`config.mk`:
```
export PLATFORM = sky130hd
export DESIGN_NAME = boot_cmd_top
export DESIGN_NICKNAME = d
export VERILOG_FILES = /design/src/boot_cmd_pkg.sv /design/src/boot_cmd_top.sv /design/src/resp_fifo.sv
export SDC_FILE = /design/constraint.sdc
export NUM_CORES = 1
export LEC_CHECK = 0
export ABC_CLOCK_PERIOD_IN_PS = 13300
export BUFFER_PORTS_ARGS = -buffer_cell sky130_fd_sc_hd__buf_2
export CORE_MARGIN = 2
export CORE_UTILIZATION = 57
export CTS_BUF_LIST = sky130_fd_sc_hd__clkbuf_8
export CTS_CLUSTER_SIZE = 40
export DETAILED_ROUTE_END_ITERATION = 6
export GPL_TIMING_DRIVEN = 0
export PLACE_DENSITY_LB_ADDON = 0.3
export SYNTH_ARGS = -nofsm -noshare
export SYNTH_HDL_FRONTEND = slang
export SYNTH_SLANG_ARGS = --single-unit
```
`constraint.sdc`:
```
create_clock -name CORE_CLK -period 13.3 [get_ports CORE_CLK]
set_input_delay 1.995 -clock CORE_CLK [delete_from_list [all_inputs] [get_ports CORE_CLK]]
set_output_delay 1.995 -clock CORE_CLK [all_outputs]
set_load 0.05 [all_outputs]
```
`src/boot_cmd_pkg.sv`:
```
// constants, codes and states for the serial boot command handler
package boot_cmd_pkg;

  localparam logic [7:0] MATCH1_A      = 8'h86;
  localparam logic [7:0] MATCH1_B      = 8'h30;
  localparam logic [7:0] MATCH2_A      = 8'h79;
  localparam logic [7:0] MATCH2_B      = 8'hcf;
  localparam logic [7:0] CMD_SUM       = 8'h90;
  localparam logic [7:0] CMD_INFO      = 8'hc0;
  localparam logic [7:0] ERR_FRAME     = 8'ha1;
  localparam logic [7:0] ERR_OVERRUN   = 8'ha3;
  localparam logic [7:0] ERR_COMMAND   = 8'h63;
  localparam logic [7:0] FLAG_ERASED   = 8'haa;
  localparam logic [7:0] FLAG_WRITTEN  = 8'h55;
  localparam logic [7:0] ERASED_BYTE   = 8'hff;
  localparam logic [7:0] START_MARK    = 8'h3a;
  localparam logic [7:0] INFO_COUNT    = 8'h13;
  localparam logic [7:0] ADDR_LEN      = 8'h03;
  localparam logic [7:0] RSVD_FIRST    = 8'hfd;
  localparam logic [7:0] RSVD_ZERO     = 8'h00;
  localparam logic [7:0] BLOCK_COUNT   = 8'h01;
  localparam logic [23:0] ROM_FIRST    = 24'h00c000;
  localparam logic [23:0] ROM_LAST     = 24'h00ffff;
  localparam logic [23:0] RAM_FIRST    = 24'h000060;
  localparam logic [23:0] RAM_LAST     = 24'h00083f;
  localparam logic [4:0] INFO_LAST_IDX = 5'h15;
  localparam logic [1:0] ERR_COPIES    = 2'h3;
  localparam int         RESP_DEPTH    = 16;
  localparam int         BYTE_W        = 8;
  localparam int         MIN_HIGH_RUN  = 4;

  typedef enum logic [3:0] {
    S_BAUD_WAIT = 4'h0,
    S_BAUD_LOW  = 4'h1,
    S_BAUD_HIGH = 4'h2,
    S_BAUD_TAIL = 4'h3,
    S_ECHO      = 4'h4,
    S_MATCH2    = 4'h5,
    S_CMD       = 4'h6,
    S_SUM_RUN   = 4'h7,
    S_SUM_SEND  = 4'h8,
    S_INFO      = 4'h9,
    S_ERR       = 4'ha,
    S_HALT      = 4'hb
  } boot_state_t;

endpackage

```
`src/boot_cmd_top.sv`:
```
// serial boot command handler: auto baud, checksum and product info commands
`timescale 1ns/1ps
module boot_cmd_top
  import boot_cmd_pkg::*;
#(
  parameter int          CNT_W     = 16,
  parameter logic [15:0] SUM_FIRST = 16'hc000,
  parameter logic [15:0] SUM_LAST  = 16'hffff,
  parameter logic [7:0]  SIZE_CODE = 8'h11 // arbitrary neutral value
) (
  input  wire logic        CORE_CLK,
  input  wire logic        RST,
  input  wire logic        RXD,
  output logic             TXD,
  output logic      [15:0] FLASH_ADDR,
  input  wire logic [7:0]  FLASH_DATA,
  output logic             BAUD_LOCKED,
  output logic             HALTED
);

  typedef struct packed {
    boot_state_t      st;
    boot_state_t      ret;
    logic [CNT_W-1:0] meas;
    logic [CNT_W-1:0] low_run;
    logic [CNT_W-1:0] high_run;
    logic [CNT_W-1:0] bitlen;
    logic             baud_ok;
    logic [7:0]       echo;
    logic             rxd_prev;
    logic [1:0]       rx_ph;
    logic [CNT_W-1:0] rx_cnt;
    logic [3:0]       rx_bit;
    logic [7:0]       rx_sh;
    logic             rx_done;
    logic             rx_ferr;
    logic             tx_busy;
    logic [CNT_W-1:0] tx_cnt;
    logic [3:0]       tx_bit;
    logic [9:0]       tx_sh;
    logic [4:0]       idx;
    logic [7:0]       sum8;
    logic [15:0]      addr;
    logic [15:0]      sum16;
    logic             erased;
    logic             rd_v;
    logic             fin;
    logic             ovr;
    logic [7:0]       err;
    logic [1:0]       errn;
  } top_state_t;

  top_state_t s_reg;
  top_state_t s_next;

  logic       push_v;
  logic [7:0] push_d;
  logic       push_rdy;
  logic       tx_v;
  logic [7:0] tx_d;
  logic       tx_take;

  logic [CNT_W+3:0] l_ext;
  logic [CNT_W+3:0] h_ext;
  logic [CNT_W+3:0] h_quarter;
  logic             is_first_a;
  logic             is_first_b;
  logic [CNT_W+3:0] tail_len;

  // payload table; index 2..20 is the summed payload
  function automatic logic [7:0] info_byte(input logic [4:0] i);
    case (i)
      5'd0:    info_byte = START_MARK;
      5'd1:    info_byte = INFO_COUNT;
      5'd2:    info_byte = ADDR_LEN;
      5'd3:    info_byte = RSVD_FIRST;
      5'd4:    info_byte = RSVD_ZERO;
      5'd5:    info_byte = RSVD_ZERO;
      5'd6:    info_byte = RSVD_ZERO;
      5'd7:    info_byte = SIZE_CODE;
      5'd8:    info_byte = BLOCK_COUNT;
      5'd9:    info_byte = ROM_FIRST[23:16];
      5'd10:   info_byte = ROM_FIRST[15:8];
      5'd11:   info_byte = ROM_FIRST[7:0];
      5'd12:   info_byte = ROM_LAST[23:16];
      5'd13:   info_byte = ROM_LAST[15:8];
      5'd14:   info_byte = ROM_LAST[7:0];
      5'd15:   info_byte = RAM_FIRST[23:16];
      5'd16:   info_byte = RAM_FIRST[15:8];
      5'd17:   info_byte = RAM_FIRST[7:0];
      5'd18:   info_byte = RAM_LAST[23:16];
      5'd19:   info_byte = RAM_LAST[15:8];
      5'd20:   info_byte = RAM_LAST[7:0];
      default: info_byte = RSVD_ZERO;
    endcase
  endfunction

  resp_fifo #(
    .WIDTH (BYTE_W),
    .DEPTH (RESP_DEPTH)
  ) u_resp_fifo (
    .clk       (CORE_CLK),
    .rst       (RST),
    .in_valid  (push_v),
    .in_ready  (push_rdy),
    .in_data   (push_d),
    .out_valid (tx_v),
    .out_ready (tx_take),
    .out_data  (tx_d)
  );

  assign tx_take = !s_reg.tx_busy;

  // 0x86 gives equal low and high runs, 0x30 a low run 2.5x the high run
  assign l_ext      = (CNT_W+4)'(s_reg.low_run);
  assign h_ext      = (CNT_W+4)'(s_reg.high_run);
  assign h_quarter  = h_ext >> 2;
  assign is_first_a = (l_ext >= h_ext - h_quarter) && (l_ext <= h_ext + h_quarter);
  assign is_first_b = ((l_ext << 1) >= (h_ext << 2)) && ((l_ext << 1) <= (h_ext << 2) + (h_ext << 1));
  // nine and a half bits from the start edge, bit time is half the high run
  assign tail_len   = (h_ext << 2) + h_ext - h_quarter;

  always_comb begin
    s_next         = s_reg;
    s_next.rx_done = 1'b0;
    s_next.rx_ferr = 1'b0;
    s_next.rxd_prev = RXD;
    push_v         = 1'b0;
    push_d         = 8'h00;

    // receiver, runs only once the baud rate is known
    if (s_reg.baud_ok) begin
      case (s_reg.rx_ph)
        2'd0: begin
          if (s_reg.rxd_prev && !RXD) begin
            s_next.rx_ph  = 2'd1;
            s_next.rx_cnt = s_reg.bitlen >> 1;
          end
        end
        2'd1: begin
          if (s_reg.rx_cnt == '0) begin
            s_next.rx_ph  = RXD ? 2'd0 : 2'd2;
            s_next.rx_cnt = s_reg.bitlen - 1'b1;
            s_next.rx_bit = 4'd0;
          end else begin
            s_next.rx_cnt = s_reg.rx_cnt - 1'b1;
          end
        end
        2'd2: begin
          if (s_reg.rx_cnt == '0) begin
            s_next.rx_cnt = s_reg.bitlen - 1'b1;
            if (s_reg.rx_bit == 4'd8) begin
              s_next.rx_ph   = 2'd0;
              s_next.rx_done = 1'b1;
              s_next.rx_ferr = !RXD;
            end else begin
              s_next.rx_sh  = {RXD, s_reg.rx_sh[7:1]};
              s_next.rx_bit = s_reg.rx_bit + 1'b1;
            end
          end else begin
            s_next.rx_cnt = s_reg.rx_cnt - 1'b1;
          end
        end
        default: s_next.rx_ph = 2'd0;
      endcase
    end

    // transmitter, same derived bit time
    if (!s_reg.tx_busy) begin
      if (tx_v) begin
        s_next.tx_busy = 1'b1;
        s_next.tx_sh   = {1'b1, tx_d, 1'b0};
        s_next.tx_cnt  = s_reg.bitlen - 1'b1;
        s_next.tx_bit  = 4'd0;
      end
    end else if (s_reg.tx_cnt == '0) begin
      s_next.tx_cnt = s_reg.bitlen - 1'b1;
      s_next.tx_sh  = {1'b1, s_reg.tx_sh[9:1]};
      s_next.tx_bit = s_reg.tx_bit + 1'b1;
      if (s_reg.tx_bit == 4'd9) begin
        s_next.tx_busy = 1'b0;
      end
    end else begin
      s_next.tx_cnt = s_reg.tx_cnt - 1'b1;
    end

    // a byte arriving mid-reply is reported once the reply is done
    if (s_reg.rx_done && (s_reg.st == S_SUM_RUN || s_reg.st == S_SUM_SEND ||
        s_reg.st == S_INFO || s_reg.st == S_ECHO)) begin
      s_next.ovr = 1'b1;
    end

    case (s_reg.st)
      S_BAUD_WAIT: begin
        if (s_reg.rxd_prev && !RXD) begin
          s_next.st   = S_BAUD_LOW;
          s_next.meas = '0;
        end
      end
      S_BAUD_LOW: begin
        s_next.meas = s_reg.meas + 1'b1;
        if (&s_reg.meas) begin
          s_next.st = S_BAUD_WAIT;
        end else if (RXD) begin
          s_next.st       = S_BAUD_HIGH;
          s_next.low_run  = s_reg.meas;
          s_next.high_run = '0;
        end
      end
      S_BAUD_HIGH: begin
        s_next.meas     = s_reg.meas + 1'b1;
        s_next.high_run = s_reg.high_run + 1'b1;
        if (&s_reg.meas) begin
          s_next.st = S_BAUD_WAIT;
        end else if (!RXD) begin
          s_next.st = S_BAUD_TAIL;
        end
      end
      S_BAUD_TAIL: begin
        s_next.meas = s_reg.meas + 1'b1;
        if (s_reg.high_run < CNT_W'(MIN_HIGH_RUN) || !(is_first_a || is_first_b)) begin
          s_next.st = S_BAUD_WAIT;
        end else if ((CNT_W+4)'(s_reg.meas) >= tail_len && RXD) begin
          s_next.bitlen  = s_reg.high_run >> 1;
          s_next.baud_ok = 1'b1;
          s_next.echo    = is_first_a ? MATCH1_A : MATCH1_B;
          s_next.st      = S_ECHO;
          s_next.ret     = S_MATCH2;
        end else if (&s_reg.meas) begin
          s_next.st = S_BAUD_WAIT;
        end
      end
      S_ECHO: begin
        push_v = 1'b1;
        push_d = s_reg.echo;
        if (push_rdy) begin
          s_next.st  = s_reg.ret;
          s_next.idx = 5'd0;
          s_next.sum8 = 8'h00;
        end
      end
      S_MATCH2: begin
        if (s_reg.rx_done) begin
          if (!s_reg.rx_ferr && (s_reg.rx_sh == MATCH2_A || s_reg.rx_sh == MATCH2_B)) begin
            s_next.echo = s_reg.rx_sh;
            s_next.st   = S_ECHO;
            s_next.ret  = S_CMD;
          end else begin
            // silent refusal, the session must start over with a new first byte
            s_next.baud_ok = 1'b0;
            s_next.st      = S_BAUD_WAIT;
          end
        end
      end
      S_CMD: begin
        s_next.ovr = 1'b0;
        if (s_reg.rx_done) begin
          s_next.errn = 2'd0;
          if (s_reg.rx_ferr) begin
            s_next.err = ERR_FRAME;
            s_next.st  = S_ERR;
          end else if (s_reg.rx_sh == CMD_SUM) begin
            s_next.st     = S_SUM_RUN;
            s_next.addr   = SUM_FIRST;
            s_next.sum16  = 16'h0000;
            s_next.erased = 1'b1;
            s_next.rd_v   = 1'b0;
            s_next.fin    = 1'b0;
          end else if (s_reg.rx_sh == CMD_INFO) begin
            s_next.echo = CMD_INFO;
            s_next.st   = S_ECHO;
            s_next.ret  = S_INFO;
          end else begin
            s_next.err = ERR_COMMAND;
            s_next.st  = S_ERR;
          end
        end
      end
      S_SUM_RUN: begin
        // flash read data lags the address by one cycle
        s_next.rd_v = !s_reg.fin;
        if (s_reg.rd_v) begin
          s_next.sum16 = s_reg.sum16 + {8'h00, FLASH_DATA};
          if (FLASH_DATA != ERASED_BYTE) begin
            s_next.erased = 1'b0;
          end
        end
        if (!s_reg.fin) begin
          if (s_reg.addr == SUM_LAST) begin
            s_next.fin = 1'b1;
          end else begin
            s_next.addr = s_reg.addr + 1'b1;
          end
        end else if (!s_reg.rd_v) begin
          s_next.st  = S_SUM_SEND;
          s_next.idx = 5'd0;
        end
      end
      S_SUM_SEND: begin
        push_v = 1'b1;
        case (s_reg.idx)
          5'd0:    push_d = s_reg.erased ? FLAG_ERASED : FLAG_WRITTEN;
          5'd1:    push_d = s_reg.sum16[15:8];
          default: push_d = s_reg.sum16[7:0];
        endcase
        if (push_rdy) begin
          s_next.idx = s_reg.idx + 1'b1;
          if (s_reg.idx == 5'd2) begin
            s_next.st   = s_reg.ovr ? S_ERR : S_CMD;
            s_next.err  = ERR_OVERRUN;
            s_next.errn = 2'd0;
          end
        end
      end
      S_INFO: begin
        push_v = 1'b1;
        push_d = (s_reg.idx == INFO_LAST_IDX) ? (8'h00 - s_reg.sum8) : info_byte(s_reg.idx);
        if (push_rdy) begin
          s_next.idx = s_reg.idx + 1'b1;
          if (s_reg.idx >= 5'd2) begin
            s_next.sum8 = s_reg.sum8 + push_d;
          end
          if (s_reg.idx == INFO_LAST_IDX) begin
            s_next.st   = s_reg.ovr ? S_ERR : S_CMD;
            s_next.err  = ERR_OVERRUN;
            s_next.errn = 2'd0;
          end
        end
      end
      S_ERR: begin
        push_v = 1'b1;
        push_d = s_reg.err;
        if (push_rdy) begin
          s_next.errn = s_reg.errn + 1'b1;
          if (s_reg.errn == ERR_COPIES - 1'b1) begin
            s_next.st = S_HALT;
          end
        end
      end
      S_HALT: begin
        // only a reset leaves this state
        s_next.st = S_HALT;
      end
      default: s_next.st = S_BAUD_WAIT;
    endcase
  end

  always_ff @(posedge CORE_CLK or posedge RST) begin
    if (RST) begin
      s_reg          <= '0;
      s_reg.rxd_prev <= 1'b1;
      s_reg.tx_sh    <= 10'h3ff;
    end else begin
      s_reg <= s_next;
    end
  end

  // shifter idles at all ones, so the pin comes straight from a flop
  assign TXD         = s_reg.tx_sh[0];
  assign FLASH_ADDR  = s_reg.addr;
  assign BAUD_LOCKED = s_reg.baud_ok;
  assign HALTED      = (s_reg.st == S_HALT);

endmodule // boot_cmd_top

```
`src/resp_fifo.sv`:
```
// response byte fifo between command logic and serial transmitter
`timescale 1ns/1ps
module resp_fifo #(
  parameter int WIDTH = 8,
  parameter int DEPTH = 16
) (
  input  wire logic             clk,
  input  wire logic             rst,
  input  wire logic             in_valid,
  output logic                  in_ready,
  input  wire logic [WIDTH-1:0] in_data,
  output logic                  out_valid,
  input  wire logic             out_ready,
  output logic      [WIDTH-1:0] out_data
);

  localparam int AW = $clog2(DEPTH);

  typedef struct packed {
    logic [DEPTH-1:0][WIDTH-1:0] mem;
    logic [AW-1:0]               wp;
    logic [AW-1:0]               rp;
    logic [AW:0]                 count;
  } fifo_state_t;

  fifo_state_t s_reg;
  fifo_state_t s_next;
  logic        do_push;
  logic        do_pop;

  assign in_ready  = (s_reg.count != (AW+1)'(DEPTH));
  assign out_valid = (s_reg.count != '0);
  assign out_data  = s_reg.mem[s_reg.rp];
  assign do_push   = in_valid && in_ready;
  assign do_pop    = out_valid && out_ready;

  always_comb begin
    s_next = s_reg;
    if (do_push) begin
      s_next.mem[s_reg.wp] = in_data;
      s_next.wp = (s_reg.wp == AW'(DEPTH - 1)) ? '0 : s_reg.wp + 1'b1;
    end
    if (do_pop) begin
      s_next.rp = (s_reg.rp == AW'(DEPTH - 1)) ? '0 : s_reg.rp + 1'b1;
    end
    case ({do_push, do_pop})
      2'b10:   s_next.count = s_reg.count + 1'b1;
      2'b01:   s_next.count = s_reg.count - 1'b1;
      default: s_next.count = s_reg.count;
    endcase
  end

  always_ff @(posedge clk or posedge rst) begin
    if (rst) begin
      s_reg <= '0;
    end else begin
      s_reg <= s_next;
    end
  end

endmodule // resp_fifo

```
==> results of run 1 <==
## synthesized netlist by cell type, types with 14 or more instances
cell type  count  area [um2]
dfrtp_1      329        8233
nand2_1      322        1209
o21ai_0      305        1526
ha_1         198        2477
nor2_1       163       611.8
a21oi_1      149       745.7
inv_1        118       442.9
clkbuf_1      83       311.6
xnor2_1       73       639.4
nand3_1       56       280.3
xor2_1        56       490.5
mux2_2        42       473.0
a21o_1        40       300.3
nor3_1        40       200.2
nand2b_1      33       206.5
mux2i_1       28       280.3
and3_1        26       162.7
nand4_1       25       156.4
nor2b_1       20       125.1
or3_1         20       125.1
fa_1          19       380.4
o211ai_1      19       142.6
a211oi_1      18       135.1
a22oi_1       16       120.1
buf_4         16       120.1
mux4_2        16       360.4
nor4_1        16       100.1
a221oi_1      15       131.4
and2_1        15       93.84
o31ai_1       14       105.1
## final cells by class
cell class | count | area, um2
Tap cell | 525 | 656.9
Clock buffer | 76 | 1046
Multi-Input combinational cell | 1948 | 13320
Clock inverter | 26 | 183.9
Buffer | 115 | 506.7
Sequential cell | 340 | 8522
Fill cell | 3337 | 14740
Timing Repair Buffer | 33 | 210.2
Inverter | 120 | 457.9
## metrics by stage
stage / cells / power, uW / TNS, ns
after floorplan: 2523 / 2671 / 0
after global placement: 3077 / 3061 / -500.63
after detailed placement: 3080 / 3129 / 0
after CTS: 3182 / 4133 / 0
after global routing: 3183 / 4449 / 0
final: 3183 / 4145 / 0
## logic make-up (layout without fill, tap and decap cells)
logic type	after synthesis	after routing	share of synthesized area
buffers and inverters	235	370	0.04198
DFF	340	340	0.3738
AOI/OAI and AO/OA	734	734	0.1998
adders and majority gates	217	217	0.1253
and+or+nand+nor	782	782	0.1607
xor gates and xnor gates	129	129	0.04955
muxes	86	86	0.04884
## layout by cell type (no fill, tap or decap), drive strengths merged, types with 12 or more instances in the layout
cell and n:
nand2b 33, xor2 56, ha 198, fa 19
o31ai 14, nor2 164, nor2b 20, nor4 19
a211oi 18, clkbuf 160, xnor2 73, nand3 57
o21ai 312, and3 27, o22ai 13, or3 21
dfrtp 329, a22o 13, a31oi 14, and2 15
nor3 42, inv 137, a21o 40, a221oi 15
o21a 12, mux2i 28, o211ai 20, nand4 25
nand2 322, mux4 16, buf 64, o21bai 13
mux2 42, a21oi 149, a22oi 16
## report_power, final
group / switching (uW) / internal, uW
logic: 1080 / 777
clock network: 457 / 534
registers: 134 / 1160
total: 1670 / 2470
## worst paths after layout
path / from / end / cells past startpoint
max in group asynchronous: RST / s_reg[17] / 3
min: s_reg[68] / s_reg[68] / 2
max: h_ext[3] / s_reg[137] / 20
min reg2reg: s_reg[68] / s_reg[68] / 2
max reg2reg: h_ext[3] / s_reg[137] / 20
min in group asynchronous: RST / s_reg[106] / 2
## layer usage
| layer | GRT usage | up-vias | wire length, um |
|---|---|---|---|
| li1 | - | 9229 | - |
| met1 | 0.4033 | 9449 | 26360 |
| met2 | 0.4668 | 678 | 27300 |
| met3 | 0.04448 | 129 | 4011 |
| met4 | 0.1014 | 2 | 1720 |
| met5 | 0 | - | 13 |
## worst reg2reg max path, cell delays in order, from the launching register on
cell and delay (ns):
dfrtp_1 0.50, inv_1 0.46, ha_1 0.39, o21ai_0 0.18, o21bai_1 0.10, a21boi_0 0.49, nor3_1 0.12, o21ai_0 0.19
nand2b_1 0.07, a21oi_1 0.17, xor2_1 0.10, ha_1 0.31, nand4_1 0.13, nor3_1 0.39, o31ai_1 0.21, and4b_1 0.24
nor4_1 0.50, a211oi_1 0.19, o211ai_4 0.41, clkbuf_1 0.46, o21ai_0 0.15
==> metrics.cfg, run 1 <==
[sta]
period_needed_ns=5.901
drv_slew=0
fmax_mhz=169.5
hold_violations=0
clock_skew_ns=0.03781
setup_viol=0
fin_ws_ns=7.399
post-route-period-util=0.4437
slew_headroom=0.1431
rsz0062_at_grt=no
hold_slack_ns=0.4778
tightest_slew_ns=1.285

[global_route]
grt_usage=0.2909
grt-ovfl-total=0
grt_pass1_vias=18903
grt_pass1_wl_um=98140
grt_max_degree=120
antenna_found_initial=1

[setup_path]
cp_num_buf_inv=2
path_max_fanout=10
cp.required_ns=13.83
crit_path_frequent_cell=o21ai_0
cp-start-kind=flop
arrival_ns=6.43
worst_path_max_delay_cell=dfrtp_1
worst-setup-path-type=flop to flop
critPathTopFamily=compound AO/OA/AOI/OAI gates
reg2reg_slack_ns=7.40
end_kind=flop
path_cells=inv_1 -> ha_1 -> o21ai_0 -> o21bai_1 -> a21boi_0 -> nor3_1 -> o21ai_0 -> nand2b_1 -> a21oi_1 -> xor2_1 -> ha_1 -> nand4_1 -> nor3_1 -> o31ai_1 -> and4b_1 -> nor4_1 -> a211oi_1 -> o211ai_4 -> clkbuf_1 -> o21ai_0
cp_slowest_stage_delay_ns=0.50

[floorplanning]
die_w_um=204
start_util=0.5752
die_h_um=204
io_pins=30
dieArea_mm2=0.04162
core_area_mm2=0.03964
rows=73

[flow_run]
cap_violations=0

[layout]
largest_reg_flops=149
antenna_cells=0
syn_to_final_growth_pct=9.230
nets=2843
fin_util=0.6283
fin_area_mm2=0.02491
drive_gt1_frac=0.09406

[yosys]
ys.flop_type=dfrtp_1
synth_async_sr_flop_share=1.000
syn_area_per_cell_um2=9.037
synth_warnings=0
syn-instance-count=2523
synth.distinct_cells=90
ys_ff_latch=340
syn-cell-area_mm2=0.02280
synthesis.nets=2751
synth_edf_count=0
seq_area_frac_synth=0.3738

[clocking]
clock_sinks=340
cts_tree=built
cts_resized=0
post_cts_buffers=0
clk_latency_ns=0.71
cts-root-buf=clkbuf_8
cts_buffer_depth=3
cts_hold_buf=0
path_clk_slew_ns=0.06
cts_buffers=57
h-tree-depth=2

[route]
drt_pass1_iterations=6
wirelength_um=59420
drt_iter0_markers=1365
vias=19487
drc=0
ant_nets=0
drt-wirelength-per-cell_um=18.67
vias_per_cell=6.122

[placement]
place.port_buffers=29
routabilityCongestion=0.9668
placed_area_mm2=0.02367
hpwl_um=43670
dpl_worst_slack_ns=7.492

[hold_path]
hold_class=flop to flop

[power]
p_leak_uw=0.01159
powerDensity_mw_per_mm2=166.4
peakVddDrop_v=0.0001722

[outcome]
status=completed

No activity file was read; power rests on OpenSTA's default activity.
==> run 2, diff against run 1 <==
- ABC_CLOCK_PERIOD_IN_PS: 13300 -> 5980
- clock period: 13.3 -> 5.98 ns (I/O delays scaled with it)
==> metrics.cfg, run 2 (synthesis results as in run 1) <==
[outcome]
status=finished with violations
violations=design-rule violations

[power]
powerDensity_mw_per_mm2=373.7  ; +120%
p_leak_uw=0.01170  ; +0.94%
power_uw=9412  ; +130%
peakVddDrop_v=0.0004240  ; +150%

[hold_path]
hold_class=input pin to async pin

[clocking]
cts_buffers=57  ; unchanged
cts-root-buf=clkbuf_8
h-tree-depth=2  ; unchanged
cts_buffer_depth=3  ; unchanged
path_clk_slew_ns=0.07  ; about the same
clock_sinks=340  ; unchanged
clk_latency_ns=0.70  ; about the same
cts_tree=built

[route]
met2_length_um=27930  ; +2.3%
wirelength_um=60370  ; +1.6%
vias_per_cell=6.143  ; +0.34%
drt-wirelength-per-cell_um=18.87  ; +1.1%
top_layer=met5
ant_nets=0  ; unchanged
vias=19652  ; +0.85%
drt_pass1_iterations=7  ; +1
routed-wl-met3_um=4044  ; +0.82%
drc=1  ; +1
wl_met1_um=26440  ; +0.28%
drt_iter0_markers=1630  ; +19%

[floorplanning]
dieArea_mm2=0.04162  ; unchanged
core_area_mm2=0.03964  ; unchanged
die_h_um=204  ; unchanged
die_w_um=204  ; unchanged
io_pins=30  ; unchanged
start_util=0.5752  ; unchanged
rows=73  ; unchanged

[global_route]
grt-ovfl-total=0  ; unchanged
antenna_found_initial=1  ; unchanged
grt_max_degree=43  ; -64%
grt_pass1_vias=18827  ; -0.40%
grt_pass1_wl_um=97770  ; -0.37%
grt_usage=0.2917  ; +0.0007704

[sta]
hold_slack_ns=0.1755  ; -0.3024 ns
tightest_slew_ns=1.356  ; +0.07057 ns
hold_violations=0  ; unchanged
post-route-period-util=0.9496  ; +0.5060
drv_slew=0  ; unchanged
slew_headroom=0.09606  ; -0.04704
period_needed_ns=5.679  ; -0.2222 ns
rsz0062_at_grt=no
fin_tns_setup_ns=0  ; unchanged
fin_ws_ns=0.3011  ; -7.098 ns
fmax_mhz=176.1  ; +3.9%
clock_skew_ns=0.05576  ; +0.01795 ns
setup_viol=0  ; unchanged

[setup_path]
reg2reg_slack_ns=0.30  ; -7.10 ns
arrival_ns=6.22  ; -0.21 ns
r2r-start=h_ext[1]
r2r-end=s_reg[128]
path_max_fanout=9  ; -1
end_kind=flop
reg2regPathDepth=19  ; -5.0%
cp.required_ns=6.52  ; -7.31 ns
worst-setup-path-type=flop to flop
cp-start-kind=flop

[flow_run]
cap_violations=0  ; unchanged

[layout]
layout_commonest_cell=dfrtp_1
syn_to_final_growth_pct=10.45
drive_gt1_frac=0.1055  ; +0.01140
antenna_cells=0  ; unchanged
largest_reg_flops=149  ; unchanged
nets=2856  ; +0.46%
fin_area_mm2=0.02518  ; +1.1%
layout_common_cells=dfrtp_1, nand2_1, o21ai_0, ha_1, nor2_1
num-fill-cells=3298  ; -1.2%

[placement]
place.port_buffers=29  ; unchanged
routabilityCongestion=0.9343  ; -3.4%
placed_area_mm2=0.02379  ; +0.49%
hpwl_um=44590  ; +2.1%
dpl_worst_slack_ns=0.1569  ; -7.335 ns

==> run 2: area by class of cell <==
cell class / count / area, um2 / share of cell area
buffer: 115 / 510.5 / 0.02027
clock buffer: 77 / 1060 / 0.04208
clock inverter: 28 / 244.0 / 0.009688
inverter: 120 / 465.4 / 0.01848
multi-input combinational: 1948 / 13340 / 0.5297
sequential: 340 / 8523 / 0.3384
tap: 525 / 656.9 / 0.02608
timing repair buffer: 46 / 385.4 / 0.01530
==> run 2: worst max path at each step <==
stage,start,to,cells past startpoint
after floorplan,RST,BAUD_LOCKED,1
after global placement,RST,h_ext[2],2
after CTS,h_ext[3],s_reg[135],20
after detailed placement,h_ext[3],BAUD_LOCKED,21
final,h_ext[1],s_reg[128],19
after global routing,h_ext[1],s_reg[128],19
==> run 2: critical path: stages, from the launching register on <==
cell and delay, ns:
dfrtp_1 0.55, inv_1 0.28, fa_1 0.51, or2_2 0.33, a221oi_1 0.46, o211a_1 0.32, o311ai_2 0.16, nand2b_1 0.11
a21oi_1 0.08, xnor2_1 0.16, ha_1 0.32, a21o_1 0.17, a211o_1 0.31, a221oi_1 0.19, o21ai_0 0.19, o211ai_1 0.22
and3_2 0.29, o211ai_4 0.18, a31oi_4 0.35, mux2_2 0.37
==> run 2: where the power goes <==
part | switching, uW | leakage (uW) | total, uW | internal [uW]
Combinational | 2430 | 0.00642 | 4200 | 1760
Clock | 1040 | 0.000714 | 2330 | 1290
Sequential | 297 | 0.00457 | 2880 | 2590
==> run 2: stage by stage <==
step	instances	util
CTS	3191	0.6329
finish	3199	0.6353
global placement	3077	0.5955
floorplan	2523	-
global route	3199	0.6353
detailed placement	3086	0.6001
==> run 2: per-layer routing <==
metal  vias to the layer above  global-route usage
met2                       733              0.4681
met5                         -                   0
met1                      9526              0.4035
met4                         2              0.1040
li1                       9238                   -
met3                       153             0.04448
==> run 2: repair_timing <==
| item | in CTS | in global routing |
|---|---|---|
| hold buffers | 0 | 0 |
| buffers inserted | 0 | 8 |
| gates resized for setup | 0 | 15 |
| endpoints found under the setup margin | 0 | 29 |
| hold endpoints to repair | 0 | 0 |
